--- src/logic/dmhbp_map.svh ---
// Purpose: Constants of the dual mode host bus port.
// Assumes: Included by its bare name from the port's package and module.
// Notes: Times are given in ns and turned into clock counts here.
`ifndef DMHBP_MAP_SVH
`define DMHBP_MAP_SVH

// ----------------------------------------------------------------
// Timing
// ----------------------------------------------------------------
`define DMHBP_CLK_PERIOD_NS 10
`define DMHBP_IRQ_PULSE_NS 500
`define DMHBP_IRQ_PULSE_CYC ((`DMHBP_IRQ_PULSE_NS + `DMHBP_CLK_PERIOD_NS - 1) / `DMHBP_CLK_PERIOD_NS)

// ----------------------------------------------------------------
// Field positions and widths
// ----------------------------------------------------------------
`define DMHBP_SYNC_W 39
`define DMHBP_CFG_INDEX_W 6
`define DMHBP_CFG_LEVEL_BIT 6
`define DMHBP_PULSE_CNT_W 6

// ----------------------------------------------------------------
// Reset values
// ----------------------------------------------------------------
`define DMHBP_CFG_RESET 8'h00
`define DMHBP_DATA_RESET 8'h00
`define DMHBP_ADDR_RESET 24'h000000

`endif

--- src/logic/dmhbp_pkg.sv ---
// Purpose: Types of the dual mode host bus port.
// Assumes: Constants live in dmhbp_map.svh.
// Notes: None.
`include "dmhbp_map.svh"

package dmhbp_pkg;

	// ----------------------------------------------------------------
	// Cycle sequencer states
	// ----------------------------------------------------------------
	typedef enum logic [1:0] {
		S_IDLE = 2'b00,
		S_WAIT = 2'b01,
		S_HOLD = 2'b10
	} dmhbp_state_t;

	// ----------------------------------------------------------------
	// Target space of an access
	// ----------------------------------------------------------------
	typedef enum logic [1:0] {
		SP_COMMON = 2'b00,
		SP_ATTRIB = 2'b01,
		SP_IO = 2'b10,
		SP_ISA_MEM = 2'b11
	} dmhbp_space_t;

endpackage

--- src/logic/dmhbp_port.sv ---
// Purpose: Host bus slave port, card mode or plug and play bus mode by strap.
// Assumes: Core side is on i_clock; all host pins are asynchronous to it.
// Notes: The core answers each o_acc_req pulse with one i_acc_done pulse.
// Operation
// Bus mode follows the strap pin combinationally, regardless of reset or clock.
// Strap high selects card mode; strap low selects plug and play bus mode.
// Shared pins change meaning by mode following the fixed pin pairs.
// Card mode decodes byte accesses only; lowest address bit picks the byte.
// Card enable high floats data; read with enables low drives the byte.
// Attribute writes need REG, card enable, write enable low, others high.
// REG low routes to attribute or I/O space; high routes to common memory.
// Memory read data is driven only while output enable is low.
// Host keeps output enable high during memory writes.
// Write data is taken on the write strobe; host keeps it high on reads.
// Input acknowledge goes low only for answerable I/O reads once configured.
// I/O strobes are ignored until the port is configured for I/O.
// Pulse interrupts are low pulses of at least 0.5 us, high driven.
// Level interrupts hold the line low while service is needed, high driven.
// Reset clears the configuration option and returns to memory only state.
// Status change only carries the wakeup indication.
// Card mode asserts wait low until the access completes.
// Bus mode decodes 24 address bits from latched and system lines.
// Bus host marks I/O addresses with AEN low and valid addresses with BALE.
// Bus mode drops channel ready at a memory access start, raises it when done.
// Bus I/O read and write strobes become I/O register reads and writes.
// Bit 7 is the most significant data bit in both modes.
// Bus host uses memory read and memory write strobes for memory space.
// Host strobes pass two flip-flops before any cycle decode.
// Data bus floats whenever no read addressed to the port is in progress.
`timescale 1ns/1ns
`default_nettype none
`include "dmhbp_map.svh"

module dmhbp_port
	import dmhbp_pkg::*;
(
	input wire logic i_clock,
	input wire logic i_rst_b,
	input wire logic i_clk_en,
	input wire logic i_bus_select,
	input wire logic [14:0] i_addr,
	input wire logic [6:0] i_upper_pins,
	input wire logic i_ce1_b_la18,
	input wire logic i_oe_b_memr_b,
	input wire logic i_we_b_memw_b,
	input wire logic i_reg_b_aen,
	input wire logic i_iord_b,
	input wire logic i_iowr_b,
	input wire logic i_user0_rfrsh_b,
	input wire logic i_data,
	input wire logic [7:0] i_data_bus,
	output logic [7:0] o_data_bus,
	output logic o_data_oe,
	input wire logic i_inpack_la22,
	output logic o_inpack_b,
	output logic o_inpack_oe,
	output logic o_wait_rdy,
	output logic o_wait_rdy_oe,
	input wire logic i_stschg_bale,
	output logic o_stschg_b,
	output logic o_stschg_oe,
	output logic o_ireq_b,
	output logic o_ireq_oe,
	input wire logic i_cfg_wr,
	input wire logic [7:0] i_cfg_wdata,
	input wire logic i_irq_req,
	input wire logic i_wakeup,
	input wire logic i_acc_done,
	input wire logic [7:0] i_acc_rdata,
	output logic o_acc_req,
	output logic [1:0] o_acc_space,
	output logic o_acc_write,
	output logic [23:0] o_acc_addr,
	output logic [7:0] o_acc_wdata,
	output logic o_configured,
	output logic o_isa_mode
);

	// ----------------------------------------------------------------
	// Mode and pin synchronisers
	// ----------------------------------------------------------------
	logic isa_mode;
	logic [`DMHBP_SYNC_W-1:0] pin_raw;
	logic [`DMHBP_SYNC_W-1:0] sync1_reg;
	logic [`DMHBP_SYNC_W-1:0] sync2_reg;

	assign isa_mode = ~i_bus_select;
	assign pin_raw = {i_data_bus, i_addr, i_upper_pins, i_inpack_la22, i_ce1_b_la18,
		i_oe_b_memr_b, i_we_b_memw_b, i_reg_b_aen, i_iord_b, i_iowr_b, i_user0_rfrsh_b,
		i_stschg_bale};

	// Each pin bit gets its own two stage chain; only stage two is read.
	genvar gi;
	generate
		for (gi = 0; gi < `DMHBP_SYNC_W; gi = gi + 1) begin : g_sync
			always_ff @(posedge i_clock or negedge i_rst_b) begin
				if (!i_rst_b) begin
					sync1_reg[gi] <= 1'b1;
					sync2_reg[gi] <= 1'b1;
				end else if (i_clk_en) begin
					sync1_reg[gi] <= pin_raw[gi];
					sync2_reg[gi] <= sync1_reg[gi];
				end
			end
		end
	endgenerate

	logic [7:0] data_s;
	logic [14:0] addr_s;
	logic [6:0] upper_s;
	logic la22_s, ce1_b_s, oe_b_s, we_b_s, reg_b_s, iord_b_s, iowr_b_s, rfrsh_b_s, bale_s;

	assign {data_s, addr_s, upper_s, la22_s, ce1_b_s, oe_b_s, we_b_s, reg_b_s, iord_b_s,
		iowr_b_s, rfrsh_b_s, bale_s} = sync2_reg;

	// ----------------------------------------------------------------
	// Configuration option
	// ----------------------------------------------------------------
	logic [7:0] cfg_reg;
	logic configured;
	logic level_mode;

	always_ff @(posedge i_clock or negedge i_rst_b) begin
		if (!i_rst_b) begin
			cfg_reg <= `DMHBP_CFG_RESET;
		end else if (i_clk_en && i_cfg_wr) begin
			cfg_reg <= i_cfg_wdata;
		end
	end

	assign configured = (cfg_reg[`DMHBP_CFG_INDEX_W-1:0] != '0);
	assign level_mode = cfg_reg[`DMHBP_CFG_LEVEL_BIT];

	// ----------------------------------------------------------------
	// Cycle decode
	// ----------------------------------------------------------------
	logic [6:0] la_latch_reg;
	logic mem_rd, mem_wr, io_rd, io_wr, cyc_any;
	logic [23:0] cyc_addr;
	dmhbp_space_t cyc_space;

	// BALE marks the latched lines valid; they are held after it falls.
	always_ff @(posedge i_clock or negedge i_rst_b) begin
		if (!i_rst_b) begin
			la_latch_reg <= 7'h00;
		end else if (i_clk_en && bale_s) begin
			la_latch_reg <= {upper_s[6], la22_s, upper_s[5], upper_s[4], upper_s[3],
				ce1_b_s, upper_s[2]};
		end
	end

	always_comb begin
		if (isa_mode) begin
			// Refresh cycles are not addressed to the port.
			mem_rd = ~oe_b_s & rfrsh_b_s;
			mem_wr = ~we_b_s & rfrsh_b_s;
			io_rd = ~iord_b_s & ~reg_b_s;
			io_wr = ~iowr_b_s & ~reg_b_s;
			cyc_addr = {la_latch_reg, upper_s[1], upper_s[0], addr_s};
			cyc_space = (io_rd | io_wr) ? SP_IO : SP_ISA_MEM;
		end else begin
			mem_rd = ~ce1_b_s & ~oe_b_s & we_b_s & iord_b_s & iowr_b_s;
			mem_wr = ~ce1_b_s & oe_b_s & ~we_b_s & iord_b_s & iowr_b_s;
			io_rd = ~ce1_b_s & ~reg_b_s & ~iord_b_s & iowr_b_s & oe_b_s & we_b_s;
			io_wr = ~ce1_b_s & ~reg_b_s & iord_b_s & ~iowr_b_s & oe_b_s & we_b_s;
			cyc_addr = {9'h000, addr_s};
			if (io_rd | io_wr) begin
				cyc_space = SP_IO;
			end else if (!reg_b_s) begin
				cyc_space = SP_ATTRIB;
			end else begin
				cyc_space = SP_COMMON;
			end
		end
		io_rd = io_rd & configured;
		io_wr = io_wr & configured;
		cyc_any = mem_rd | mem_wr | io_rd | io_wr;
	end

	// ----------------------------------------------------------------
	// Cycle sequencer
	// ----------------------------------------------------------------
	dmhbp_state_t state_reg;
	logic rd_reg;
	logic start;

	assign start = (state_reg == S_IDLE) & cyc_any;

	always_ff @(posedge i_clock or negedge i_rst_b) begin
		if (!i_rst_b) begin
			state_reg <= S_IDLE;
			rd_reg <= 1'b0;
		end else if (i_clk_en) begin
			unique case (state_reg)
				S_IDLE: begin
					if (start) begin
						state_reg <= S_WAIT;
						rd_reg <= mem_rd | io_rd;
					end
				end
				S_WAIT: begin
					if (i_acc_done) begin
						state_reg <= S_HOLD;
					end
				end
				// Holding until the strobes drop stops one long strobe from
				// being taken as a second access.
				S_HOLD: begin
					if (!cyc_any) begin
						state_reg <= S_IDLE;
					end
				end
				default: begin
					state_reg <= S_IDLE;
				end
			endcase
		end
	end

	always_ff @(posedge i_clock or negedge i_rst_b) begin
		if (!i_rst_b) begin
			o_acc_req <= 1'b0;
			o_acc_space <= SP_COMMON;
			o_acc_write <= 1'b0;
			o_acc_addr <= `DMHBP_ADDR_RESET;
			o_acc_wdata <= `DMHBP_DATA_RESET;
		end else if (i_clk_en) begin
			o_acc_req <= start;
			if (start) begin
				o_acc_space <= cyc_space;
				o_acc_write <= mem_wr | io_wr;
				o_acc_addr <= cyc_addr;
				o_acc_wdata <= data_s;
			end
		end
	end

	// ----------------------------------------------------------------
	// Data bus
	// ----------------------------------------------------------------
	// The float follows the strobe release by the synchroniser delay, so the
	// host must allow about three clocks of read data hold time.
	always_ff @(posedge i_clock or negedge i_rst_b) begin
		if (!i_rst_b) begin
			o_data_bus <= `DMHBP_DATA_RESET;
			o_data_oe <= 1'b0;
		end else if (i_clk_en) begin
			if (state_reg == S_WAIT && i_acc_done && rd_reg) begin
				o_data_bus <= i_acc_rdata;
				o_data_oe <= 1'b1;
			end else if (state_reg != S_HOLD || !cyc_any) begin
				o_data_oe <= 1'b0;
			end
		end
	end

	// ----------------------------------------------------------------
	// Cycle extension and input acknowledge
	// ----------------------------------------------------------------
	always_ff @(posedge i_clock or negedge i_rst_b) begin
		if (!i_rst_b) begin
			o_wait_rdy <= 1'b1;
			o_wait_rdy_oe <= 1'b0;
		end else if (i_clk_en) begin
			if (start && (!isa_mode || cyc_space == SP_ISA_MEM)) begin
				o_wait_rdy <= 1'b0;
				o_wait_rdy_oe <= 1'b1;
			end else if (state_reg != S_WAIT || i_acc_done) begin
				o_wait_rdy <= 1'b1;
				o_wait_rdy_oe <= ~isa_mode;
			end
		end
	end

	always_ff @(posedge i_clock or negedge i_rst_b) begin
		if (!i_rst_b) begin
			o_inpack_b <= 1'b1;
			o_inpack_oe <= 1'b0;
		end else if (i_clk_en) begin
			o_inpack_b <= ~(~isa_mode & io_rd);
			o_inpack_oe <= ~isa_mode;
		end
	end

	// ----------------------------------------------------------------
	// Interrupt request and status change
	// ----------------------------------------------------------------
	logic irq_prev_reg;
	logic [`DMHBP_PULSE_CNT_W-1:0] pulse_cnt_reg;
	logic irq_rise;

	assign irq_rise = i_irq_req & ~irq_prev_reg;

	always_ff @(posedge i_clock or negedge i_rst_b) begin
		if (!i_rst_b) begin
			irq_prev_reg <= 1'b0;
			pulse_cnt_reg <= '0;
		end else if (i_clk_en) begin
			irq_prev_reg <= i_irq_req;
			if (irq_rise && !level_mode && !isa_mode) begin
				pulse_cnt_reg <= `DMHBP_PULSE_CNT_W'(`DMHBP_IRQ_PULSE_CYC);
			end else if (pulse_cnt_reg != '0) begin
				pulse_cnt_reg <= pulse_cnt_reg - 1'b1;
			end
		end
	end

	always_ff @(posedge i_clock or negedge i_rst_b) begin
		if (!i_rst_b) begin
			o_ireq_b <= 1'b1;
			o_ireq_oe <= 1'b0;
			o_stschg_b <= 1'b1;
			o_stschg_oe <= 1'b0;
		end else if (i_clk_en) begin
			if (level_mode) begin
				o_ireq_b <= ~i_irq_req;
			end else begin
				o_ireq_b <= ~((irq_rise & ~isa_mode) | (pulse_cnt_reg > 6'h01));
			end
			o_ireq_oe <= ~isa_mode;
			o_stschg_b <= ~i_wakeup;
			o_stschg_oe <= ~isa_mode;
		end
	end

	always_ff @(posedge i_clock or negedge i_rst_b) begin
		if (!i_rst_b) begin
			o_configured <= 1'b0;
			o_isa_mode <= 1'b0;
		end else if (i_clk_en) begin
			o_configured <= configured;
			o_isa_mode <= isa_mode;
		end
	end

	// ----------------------------------------------------------------
	// Assertions
	// ----------------------------------------------------------------
	logic [7:0] low_cnt_reg;

	always_ff @(posedge i_clock or negedge i_rst_b) begin
		if (!i_rst_b) begin
			low_cnt_reg <= 8'h00;
		end else if (i_clk_en) begin
			low_cnt_reg <= o_ireq_b ? 8'h00 : ((low_cnt_reg == 8'hFF) ? 8'hFF : low_cnt_reg + 8'h01);
		end
	end
endmodule

`default_nettype wire

--- config.mk ---
export PLATFORM = sky130hd
export DESIGN_NAME = dmhbp_port
export DESIGN_NICKNAME = d
export VERILOG_FILES = /design/src/logic/dmhbp_pkg.sv /design/src/logic/dmhbp_port.sv
export VERILOG_INCLUDE_DIRS = /design/src /design/src/logic
export SDC_FILE = /design/constraint.sdc
export NUM_CORES = 1
export LEC_CHECK = 0
export BUFFER_PORTS_ARGS = -buffer_cell sky130_fd_sc_hd__buf_2
export CAP_MARGIN = 20
export CORE_UTILIZATION = 30
export CTS_BUF_LIST = sky130_fd_sc_hd__clkbuf_8
export DETAILED_ROUTE_END_ITERATION = 10
export GPL_ROUTABILITY_DRIVEN = 0
export PLACE_DENSITY = 0.5
export SLEW_MARGIN = 20
export SYNTH_ARGS = -nofsm -noshare
export SYNTH_HDL_FRONTEND = slang
export SYNTH_SLANG_ARGS = --single-unit
export TNS_END_PERCENT = 20
--- constraint.sdc ---
create_clock -name i_clock -period 6.58 [get_ports i_clock]
set_clock_uncertainty 0.1 [all_clocks]
set_input_delay 0.987 -clock i_clock [delete_from_list [all_inputs] [get_ports i_clock]]
set_output_delay 0.987 -clock i_clock [all_outputs]
set_load 0.01 [all_outputs]
==> results of run 1 <==
[routing by layer]
layer	vias up	part of all wire, %	track usage [%]
met1	1864	44	14.4
met2	76	49	18.8
met4	0	1.8	5.77
li1	1706	-	-
met3	15	4.5	3.56
met5	-	0	0
[layout by cell type, fill, tap and decap left out, drive strengths merged, types with 2 or more instances in the layout]
cell	synthesis	routed
mux2	135	135
buf	8	119
dfstp	82	82
dfrtp	73	73
clkbuf	12	19
nand2	16	16
nor2	13	13
inv	7	12
nor2b	10	10
o21ai	10	10
a21oi	7	7
clkinvlp	0	4
o31ai	4	4
clkinv	0	4
xnor2	3	3
nand3	3	3
nand4b	3	3
nand2b	3	3
or3	3	3
a31oi	3	3
or4	2	2
xor2	2	2
o211ai	2	2
nor3	2	2
ha	2	2
a211oi	2	2
[power groups by stage]
| stage | registers (uW) | logic, uW | clock network [uW] |
|---|---|---|---|
| 6_report | 1400 | 746 | 650 |
| 5_1_grt | 1440 | 814 | 731 |
| 4_1_cts | 1410 | 764 | 691 |
| 3_5_place_dp | 1420 | 761 | 0 |
| 3_3_place_gp | 1410 | 744 | 0 |
| 2_1_floorplan | 1460 | 454 | 0 |
[cell type report]
cell class	instances	area [um2]
Clock inverter	13	95.1
Timing Repair Buffer	119	616
Tap cell	275	344
Fill cell	2042	13400
Multi-Input combinational cell	236	2290
Clock buffer	19	262
Inverter	7	26.3
Sequential cell	155	3980
[final timing paths]
| check | start | end | cells past startpoint |
|---|---|---|---|
| max | i_clk_en | o_acc_addr[11] | 6 |
| min | o_ireq_b | o_ireq_b | 2 |
| max reg2reg | iord_b_s | o_acc_addr[11] | 6 |
| min reg2reg | o_ireq_b | o_ireq_b | 2 |
| max in group asynchronous | i_rst_b | o_acc_wdata[3] | 2 |
| min in group asynchronous | i_rst_b | la_latch_reg[3] | 1 |
[per-stage QoR]
| step | hold WS [ns] | cells | cell area [um2] |
|---|---|---|---|
| after global routing | 0.415 | 824 | 7610 |
| after detailed placement | 0.376 | 792 | 7250 |
| after CTS | 0.381 | 824 | 7610 |
| final | 0.373 | 824 | 7610 |
| after global placement | 0.361 | 792 | 7250 |
| after floorplan | 0.368 | 418 | 6430 |
[worst max-delay path: stages]
cell and delay, ns:
buf_4 0.48, inv_2 0.20, or3_4 0.41, a21oi_4 0.50, buf_4 0.55, mux2_4 0.35
[kinds of logic after synthesis]
group | Yosys count | share of synthesized area [%]
AO/OA/AOI/OAI | 33 | 3.83
XOR/XNOR | 5 | 0.681
adder cells (fa/ha/maj) | 2 | 0.389
buffers and inverters | 27 | 2.47
flip-flops | 155 | 61.9
multiplexers | 136 | 25.4
AND/OR/NAND/NOR | 60 | 5.33
==> results by group, run 1 <==
GRT
  – All-layer global routing usage: 11.8%
  – Largest net degree at the start of global routing: 82
  – Antenna violations before repair: 0
  – Vias in the first global route: 3922
  – First-pass GRT wire length: 19.7 mm
  – Gr ovfl total: 0

Floorplan
  – Initial Util: 30.6%
  – Placement Rows: 53
  – Die area: 22000 um2
  – Core Region: 21000 um2
  – Die Wd: 148 um
  – Chip height: 148 um
  – # IOs: 119

Timing
  – Measured slew at the worst slew-check pin: 0.737 ns
  – Setup_tns: 0 ns
  – Final setup margin: 3.30 ns
  – Slew headroom: 50.9%
  – Final Hold Vio Count: 0
  – Final period util: 49.8%
  – Final Critical Period: 3.28 ns
  – RSZ-0062 raised after global routing: false
  – Final setup viols: 0
  – Slew Viols, Final: 0
  – Fmax: 305 MHz

Critical path
  – CP Data Required Time: 6.81 ns
  – Worst Path Arrival: 3.51 ns
  – Reg2Reg Setup Slack: 3.71 ns
  – Class of the most critical setup path: input pin to flop
  – Crit path max fanout: 49
  – Crit. End Element: flop
  – Setup crit start kind: input pin

Yosys
  – Post-Synthesis Cells: 418
  – #FFs+latches synth: 155
  – Syn nets: 484
  – Post-Syn Area: 6430 um2
  – Main synth FF type: dfstp_2
  – Warnings, synthesis: 0
  – Avg Cell Area, Syn: 15.4 um2
  – Largest cells by area after synthesis: dfstp_2, dfrtp_1, mux2_2
  – Register area share after synthesis: 61.9%
  – Post-synth EDFFs: 0
  – Most frequent cell after synthesis: mux2_2
  – Most frequent cells after synthesis: mux2_2, dfstp_2, dfrtp_1
  – Post-synth top area share: 33.5%
  – Top cell type by total area after synthesis: dfstp_2
  – Netlist cell types: 47
  – Ys async rst share: 100%

Clock tree
  – # hold bufs at CTS: 0
  – CTS sink cnt: 155
  – TritonCTS buffer count: 17
  – Clock root cell: clkbuf_8
  – Cts repair resizes: 0
  – Clk slew on worst S/H paths: 0.08 ns
  – CTS tree: done
  – Clock buffer depth: 2
  – Worst-skew pair later-pin latency: 0.45 ns
  – H-tree Lvls: 4
  – Postcts setup bufs: 0

Pwr
  – Switching share of power: 30.0%
  – Flop pwr share: 50.1%
  – Total power: 2800 uW
  – Pint: 1960 uW
  – Psw: 841 uW
  – Peak VDD IR: 0.153 mV
  – Pwr/cell area: 368 nW/um2
  – Comb pwr share: 26.7%
  – P_leak: 0.00327 uW
  – Clock share of power: 23.2%

Finish
  – Layout cell share with drive strength beyond 1: 69.0%
  – Final core occ: 36.2%
  – Fin nets: 602
  – # diodes: 0
  – Max FFs per register: 39
  – Area grow syn2layout: 18.4%

Job
  – Max Cap Violations: 0

Detailed routing
  – DR vias: 3661
  – Final ANT Viol Nets: 0
  – 1st-iter DRT viols: 129
  – DR pass1 iterations: 4
  – Via density: 4.44
  – WL per Instance: 14.6 um
  – # DRC: 0
  – Total wire length: 12.0 mm

Placement
  – HPWL Detailed: 7.91 mm
  – PortBufs: 116
  – Worst slack at placement: 2.74 ns

Min path
  – Worst min path class: flop to flop

Status
  – Status: finished clean
Note: power is estimated with default switching activity, not from simulation.
==> inputs of run 2 (changes only) <==
--- a/config.mk
+++ b/config.mk
@@ -12,7 +12,7 @@
 export CTS_BUF_LIST = sky130_fd_sc_hd__clkbuf_8
 export DETAILED_ROUTE_END_ITERATION = 10
 export GPL_ROUTABILITY_DRIVEN = 0
-export PLACE_DENSITY = 0.5
+export PLACE_DENSITY = 0.52
 export SLEW_MARGIN = 20
 export SYNTH_ARGS = -nofsm -noshare
 export SYNTH_HDL_FRONTEND = slang
==> constraint.sdc (replaced) <==
create_clock -name i_clock -period 2.8 [get_ports i_clock]
set_clock_uncertainty 0.1 [all_clocks]
set_input_delay 0.42 -clock i_clock [delete_from_list [all_inputs] [get_ports i_clock]]
set_output_delay 0.42 -clock i_clock [all_outputs]
set_load 0.01 [all_outputs]
==> run 2 against run 1 <==
Effect of this change: cell count increased by 0.73%; worst setup slack got worse by 2.9 ns; count of clock-buffer cells in the layout fell by 1; global-route usage up 0.15 points; critical endpoint is now o_acc_wdata[0]; largest cell class unchanged; highest routed layer unchanged.
==> results by group, run 2 (same netlist as run 1, synthesis figures left out) <==
Placement
  – HPWL Detailed: 8.12 mm
  – PortBufs: 116
  – Inst Count DP: 796

Detailed routing
  – Final ANT Viol Nets: 0
  – WL per Instance: 14.5 um
  – Total wire length: 12.0 mm
  – DR vias: 3692
  – Via density: 4.45
  – 1st-iter DRT viols: 105
  – DR pass1 iterations: 4
  – # DRC: 0

Timing
  – Measured slew at the worst slew-check pin: 0.857 ns
  – Final period util: 84.7%
  – Fmax: 422 MHz
  – Slew headroom: 42.9%
  – Slew Viols, Final: 0
  – Final setup viols: 0
  – Final hold slack: 0.0940 ns
  – Final Critical Period: 2.37 ns
  – Setup_tns: 0 ns
  – Final Hold Vio Count: 0
  – RSZ-0062 raised after global routing: false

Clock tree
  – Postcts setup bufs: 0
  – H-tree Lvls: 4
  – TritonCTS buffer count: 17
  – Clk slew on worst S/H paths: 0.09 ns
  – CTS sink cnt: 155
  – # hold bufs at CTS: 2
  – Cts repair resizes: 0
  – Clock root cell: clkbuf_8
  – Clock buffer depth: 2
  – CTS tree: done
  – Worst-skew pair later-pin latency: 0.45 ns

Pwr
  – Pwr/cell area: 902 nW/um2
  – P_leak: 0.00337 uW
  – Peak VDD IR: 0.341 mV

Finish
  – # diodes: 0
  – Max FFs per register: 39
  – Layout cell share with drive strength beyond 1: 69.4%
  – Number of fill cells: 2021
  – Area grow syn2layout: 21.3%
  – Post-Layout Cell Count: 830
  – Fin nets: 608
  – Most frequent cells in the layout: buf_2, mux2_2, dfstp_2
  – Most common cell after layout, fill and taps aside: buf_2

Critical path
  – Crit. End Element: flop
  – CP max stage delay: 0.64 ns
  – Launch point of the worst reg-to-reg path: iord_b_s
  – Class of the most critical setup path: flop to flop
  – CP Data Required Time: 3.04 ns
  – CP max-delay cell: dfstp_2
  – Setup crit start kind: flop
  – Worst path cell trace: nand4b_1, a211oi_1, a21oi_2, a21oi_4, buf_12, mux2_2
  – Worst Path Arrival: 2.61 ns
  – Crit path max fanout: 36
  – Origin of the worst setup path: iord_b_s

Floorplan
  – Die area: 22000 um2
  – # IOs: 119
  – Core Region: 21000 um2
  – Placement Rows: 53
  – Chip height: 148 um
  – Initial Util: 30.6%
  – Die Wd: 148 um

Status
  – Status: finished clean

Min path
  – Min-delay src: i_addr[7]
  – Worst min path class: input pin to flop

GRT
  – Vias in the first global route: 3939
  – Antenna violations before repair: 0
  – Largest net degree at the start of global routing: 67
  – Gr ovfl total: 0
  – First-pass GRT wire length: 20.2 mm
  – All-layer global routing usage: 11.9%

Job
  – Max Cap Violations: 0
run 2: cell types whose count changed in the layout (fill, tap and decap cells not counted):
cell / previous run / this run
inv_6: 3 / 4
clkinv_4: 3 / 2
buf_6: 2 / 1
dlygate4sd3_1: 0 / 2
inv_8: 0 / 3
clkinv_8: 0 / 1
clkbuf_8: 19 / 18
inv_1: 8 / 6
buf_12: 0 / 2
clkinv_2: 1 / 0
bufinv_16: 0 / 4
buf_4: 3 / 6
clkinvlp_4: 4 / 0
run 2: power by group:
group	switching [uW]	total [uW]	internal, uW	leakage (uW)
Sequential	347	3290	2950	0.00174
Combinational	772	1780	1010	0.00139
Clock	925	1960	1040	0.000237
run 2: cell type report:
type	instances	area, um2	share of cell area (%)
sequential	155	3980	51.1
multi-input combinational	236	2290	29.4
timing repair buffer	125	687	8.81
tap	275	344	4.41
clock buffer	18	248	3.18
clock inverter	14	223	2.86
inverter	7	26.3	0.337
run 2: worst max-delay path: cells and delay by family, from the launching register on:
kind,cells,cell delay (ns)
simple gates,1,0.14
compound gates,3,0.67
mux,1,0.38
flops,1,0.64
buf+inv,1,0.31
run 2: metal layers:
metal / up-vias / part of all wire (%) / track usage (%)
li1: 1713 / - / -
met5: - / 0 / 0
met2: 77 / 50 / 19.6
met1: 1885 / 44 / 14.6
met3: 17 / 4.6 / 3.47
met4: 0 / 1.7 / 5.10
run 2: path summary, 6_finish.rpt:
kind	slack, ns	depth (start not counted)	end
min in group asynchronous	0.38	2	o_acc_addr[10]
hold reg to reg	0.38	2	o_ireq_b
setup / recovery	0.43	6	o_acc_wdata[0]
max in group asynchronous	1.42	3	addr_s[5]
setup reg to reg	0.43	6	o_acc_wdata[0]
hold / removal	0.09	2	sync1_reg[23]
run 2: per-stage QoR:
stage	instance area (um2)	worst slack (ns)	power, uW	util (%)
floorplan	6430	0.614	4490	-
global placement	7310	0.441	5070	34.8
detailed placement	7310	0.398	5150	34.8
CTS	7800	0.401	7180	37.1
global route	7800	0.300	7490	37.1
finish	7800	0.429	7040	37.1
==> inputs of run 3 (changes only) <==
==> constraint.sdc (replaced) <==
create_clock -name i_clock -period 2.1 [get_ports i_clock]
set_clock_uncertainty 0.1 [all_clocks]
set_input_delay 0.315 -clock i_clock [delete_from_list [all_inputs] [get_ports i_clock]]
set_output_delay 0.315 -clock i_clock [all_outputs]
set_load 0.01 [all_outputs]
==> run 3 against run 2 <==
Effect of this change: the run now ends with setup timing left; final area up 9.9%; critical path type unchanged; first-iteration DRC count up 13%; count of clock-buffer cells in the layout down 1; cell count up 9.2%; sequential power up 33%.
==> results by group, run 3 (same netlist as run 1, synthesis figures left out) <==
Finish
  – Layout cell share with drive strength beyond 1: 64.5%
  – Area grow syn2layout: 33.2%
  – Most common cell after layout, fill and taps aside: buf_2
  – FF+latch area: 3980 um2
  – Max FFs per register: 39
  – Number of fill cells: 1941
  – Most frequent cells in the layout: buf_2, mux2_2, dfstp_2
  – Fin nets: 684
  – Final core occ: 40.8%
  – # diodes: 0
  – Area occupied by multi-input gates: 2320 um2

Floorplan
  – Die Wd: 148 um
  – Placement Rows: 53
  – Chip height: 148 um
  – Initial Util: 30.6%
  – Die area: 22000 um2
  – # IOs: 119
  – Core Region: 21000 um2

Timing
  – Final Hold Vio Count: 0
  – Final period util: 100%
  – Final setup margin: -0.00760 ns
  – RSZ-0062 raised after global routing: true
  – Slew Viols, Final: 0
  – Fmax: 474 MHz
  – Final setup viols: 5
  – Slew headroom: 67.7%
  – Final Critical Period: 2.11 ns
  – Final hold slack: 0.155 ns
  – Measured slew at the worst slew-check pin: 0.485 ns

Detailed routing
  – Total wire length: 12.6 mm
  – Final ANT Viol Nets: 0
  – Via density: 4.35
  – 1st-iter DRT viols: 119
  – DR vias: 3940
  – # DRC: 0
  – WL per Instance: 14.0 um
  – DR pass1 iterations: 4

Clock tree
  – Clock root cell: clkbuf_8
  – Clk slew on worst S/H paths: 0.09 ns
  – CTS tree: done
  – H-tree Lvls: 4
  – TritonCTS buffer count: 17
  – Clock buffer depth: 2
  – Worst-skew pair later-pin latency: 0.44 ns
  – CTS sink cnt: 155

Critical path
  – Crit path max fanout: 10
  – Crit. End Element: flop
  – CP Data Required Time: 2.34 ns
  – Setup crit start kind: flop
  – Origin of the worst setup path: oe_b_s
  – Reg2Reg Setup Slack: -0.008 ns
  – Worst r2r dst: o_acc_addr[0]
  – Launch point of the worst reg-to-reg path: oe_b_s
  – Class of the most critical setup path: flop to flop
  – Worst setup path end: o_acc_addr[0]
  – Worst Path Arrival: 2.35 ns
  – FF-to-FF path depth: 7

GRT
  – Largest net degree at the start of global routing: 59
  – Vias in the first global route: 4262
  – Antenna violations before repair: 0
  – First-pass GRT wire length: 21.4 mm
  – Gr ovfl total: 0
  – All-layer global routing usage: 12.5%

Placement
  – HPWL Detailed: 8.76 mm
  – PortBufs: 116

Pwr
  – Pwr/cell area: 1110 nW/um2
  – Total power: 9510 uW
  – P_leak: 0.00373 uW
  – Peak VDD IR: 0.451 mV

Min path
  – Worst min path class: input pin to flop

Status
  – Status: complete, but fails checks
  – Violated checks: setup timing

Job
  – Max Cap Violations: 0
==> run 3: changes by cell type in the layout (fill, tap and decap cells not counted), moves of 2 or more <==
cell	previous run	this run
buf_4	6	22
buf_12	2	7
inv_6	4	6
dlygate4sd3_1	2	57
mux2_2	108	101
mux2_4	27	34
==> run 3: critical path, cell delays in order, from the launching register on <==
cell and delay (ns):
dfstp_2 0.60, nand4b_1 0.14, a211oi_2 0.27, a31oi_4 0.07, a21oi_4 0.18, buf_12 0.16
buf_12 0.16, mux2_4 0.31
==> run 3: area by class of cell <==
cell class,instances,share of cell area [%]
Inverter,7,0.307
Clock inverter,15,2.34
Multi-Input combinational cell,236,27.1
Sequential cell,155,46.5
Tap cell,275,4.02
Clock buffer,17,2.73
Timing Repair Buffer,201,17.0
==> run 3: power by group <==
group	internal (uW)	leakage, uW	switching, uW
combinational	1580	0.00177	1090
sequential	3930	0.00174	466
clock	1230	0.000225	1220
==> run 3: through the flow <==
stage | std cells | area [um2] | setup slack (ns) | setup TNS, ns
2_1_floorplan | 418 | 6440 | -0.0292 | -0.711
3_3_place_gp | 816 | 7520 | -0.0304 | -0.644
3_5_place_dp | 816 | 7520 | -0.0459 | -1.02
4_1_cts | 906 | 8570 | -0.0432 | -0.538
5_1_grt | 906 | 8570 | -0.128 | -3.52
6_report | 906 | 8570 | -0.00760 | -0.0218
==> run 3: worst min-delay path by stage <==
| stage | start | to | slack, ns | cells after the start |
|---|---|---|---|---|
| floorplan | i_rst_b | cfg_reg[0] | -0.08 | 0 |
| global placement | i_rst_b | o_acc_addr[10] | 0.18 | 1 |
| detailed placement | i_rst_b | o_acc_addr[10] | 0.19 | 1 |
| CTS | i_acc_done | state_reg[0] | 0.11 | 3 |
| global route | i_acc_done | state_reg[0] | 0.12 | 3 |
| finish | i_acc_done | state_reg[0] | 0.15 | 3 |
==> run 3: repair_timing <==
item | 4_1_cts | 5_1_grt
endpoints found under the hold margin | 75 | 0
gates resized for setup | 9 | 0
gates cloned | 0 | 0
setup endpoints to repair | 34 | 35
hold buffers | 57 | 0
setup buffers | 1 | 0
==> run 3: per-layer routing <==
layer	routed length (um)	GRT usage (%)
met3	473	3.31
met1	5720	15.5
met2	6320	20.7
met4	133	5.00
met5	0	0
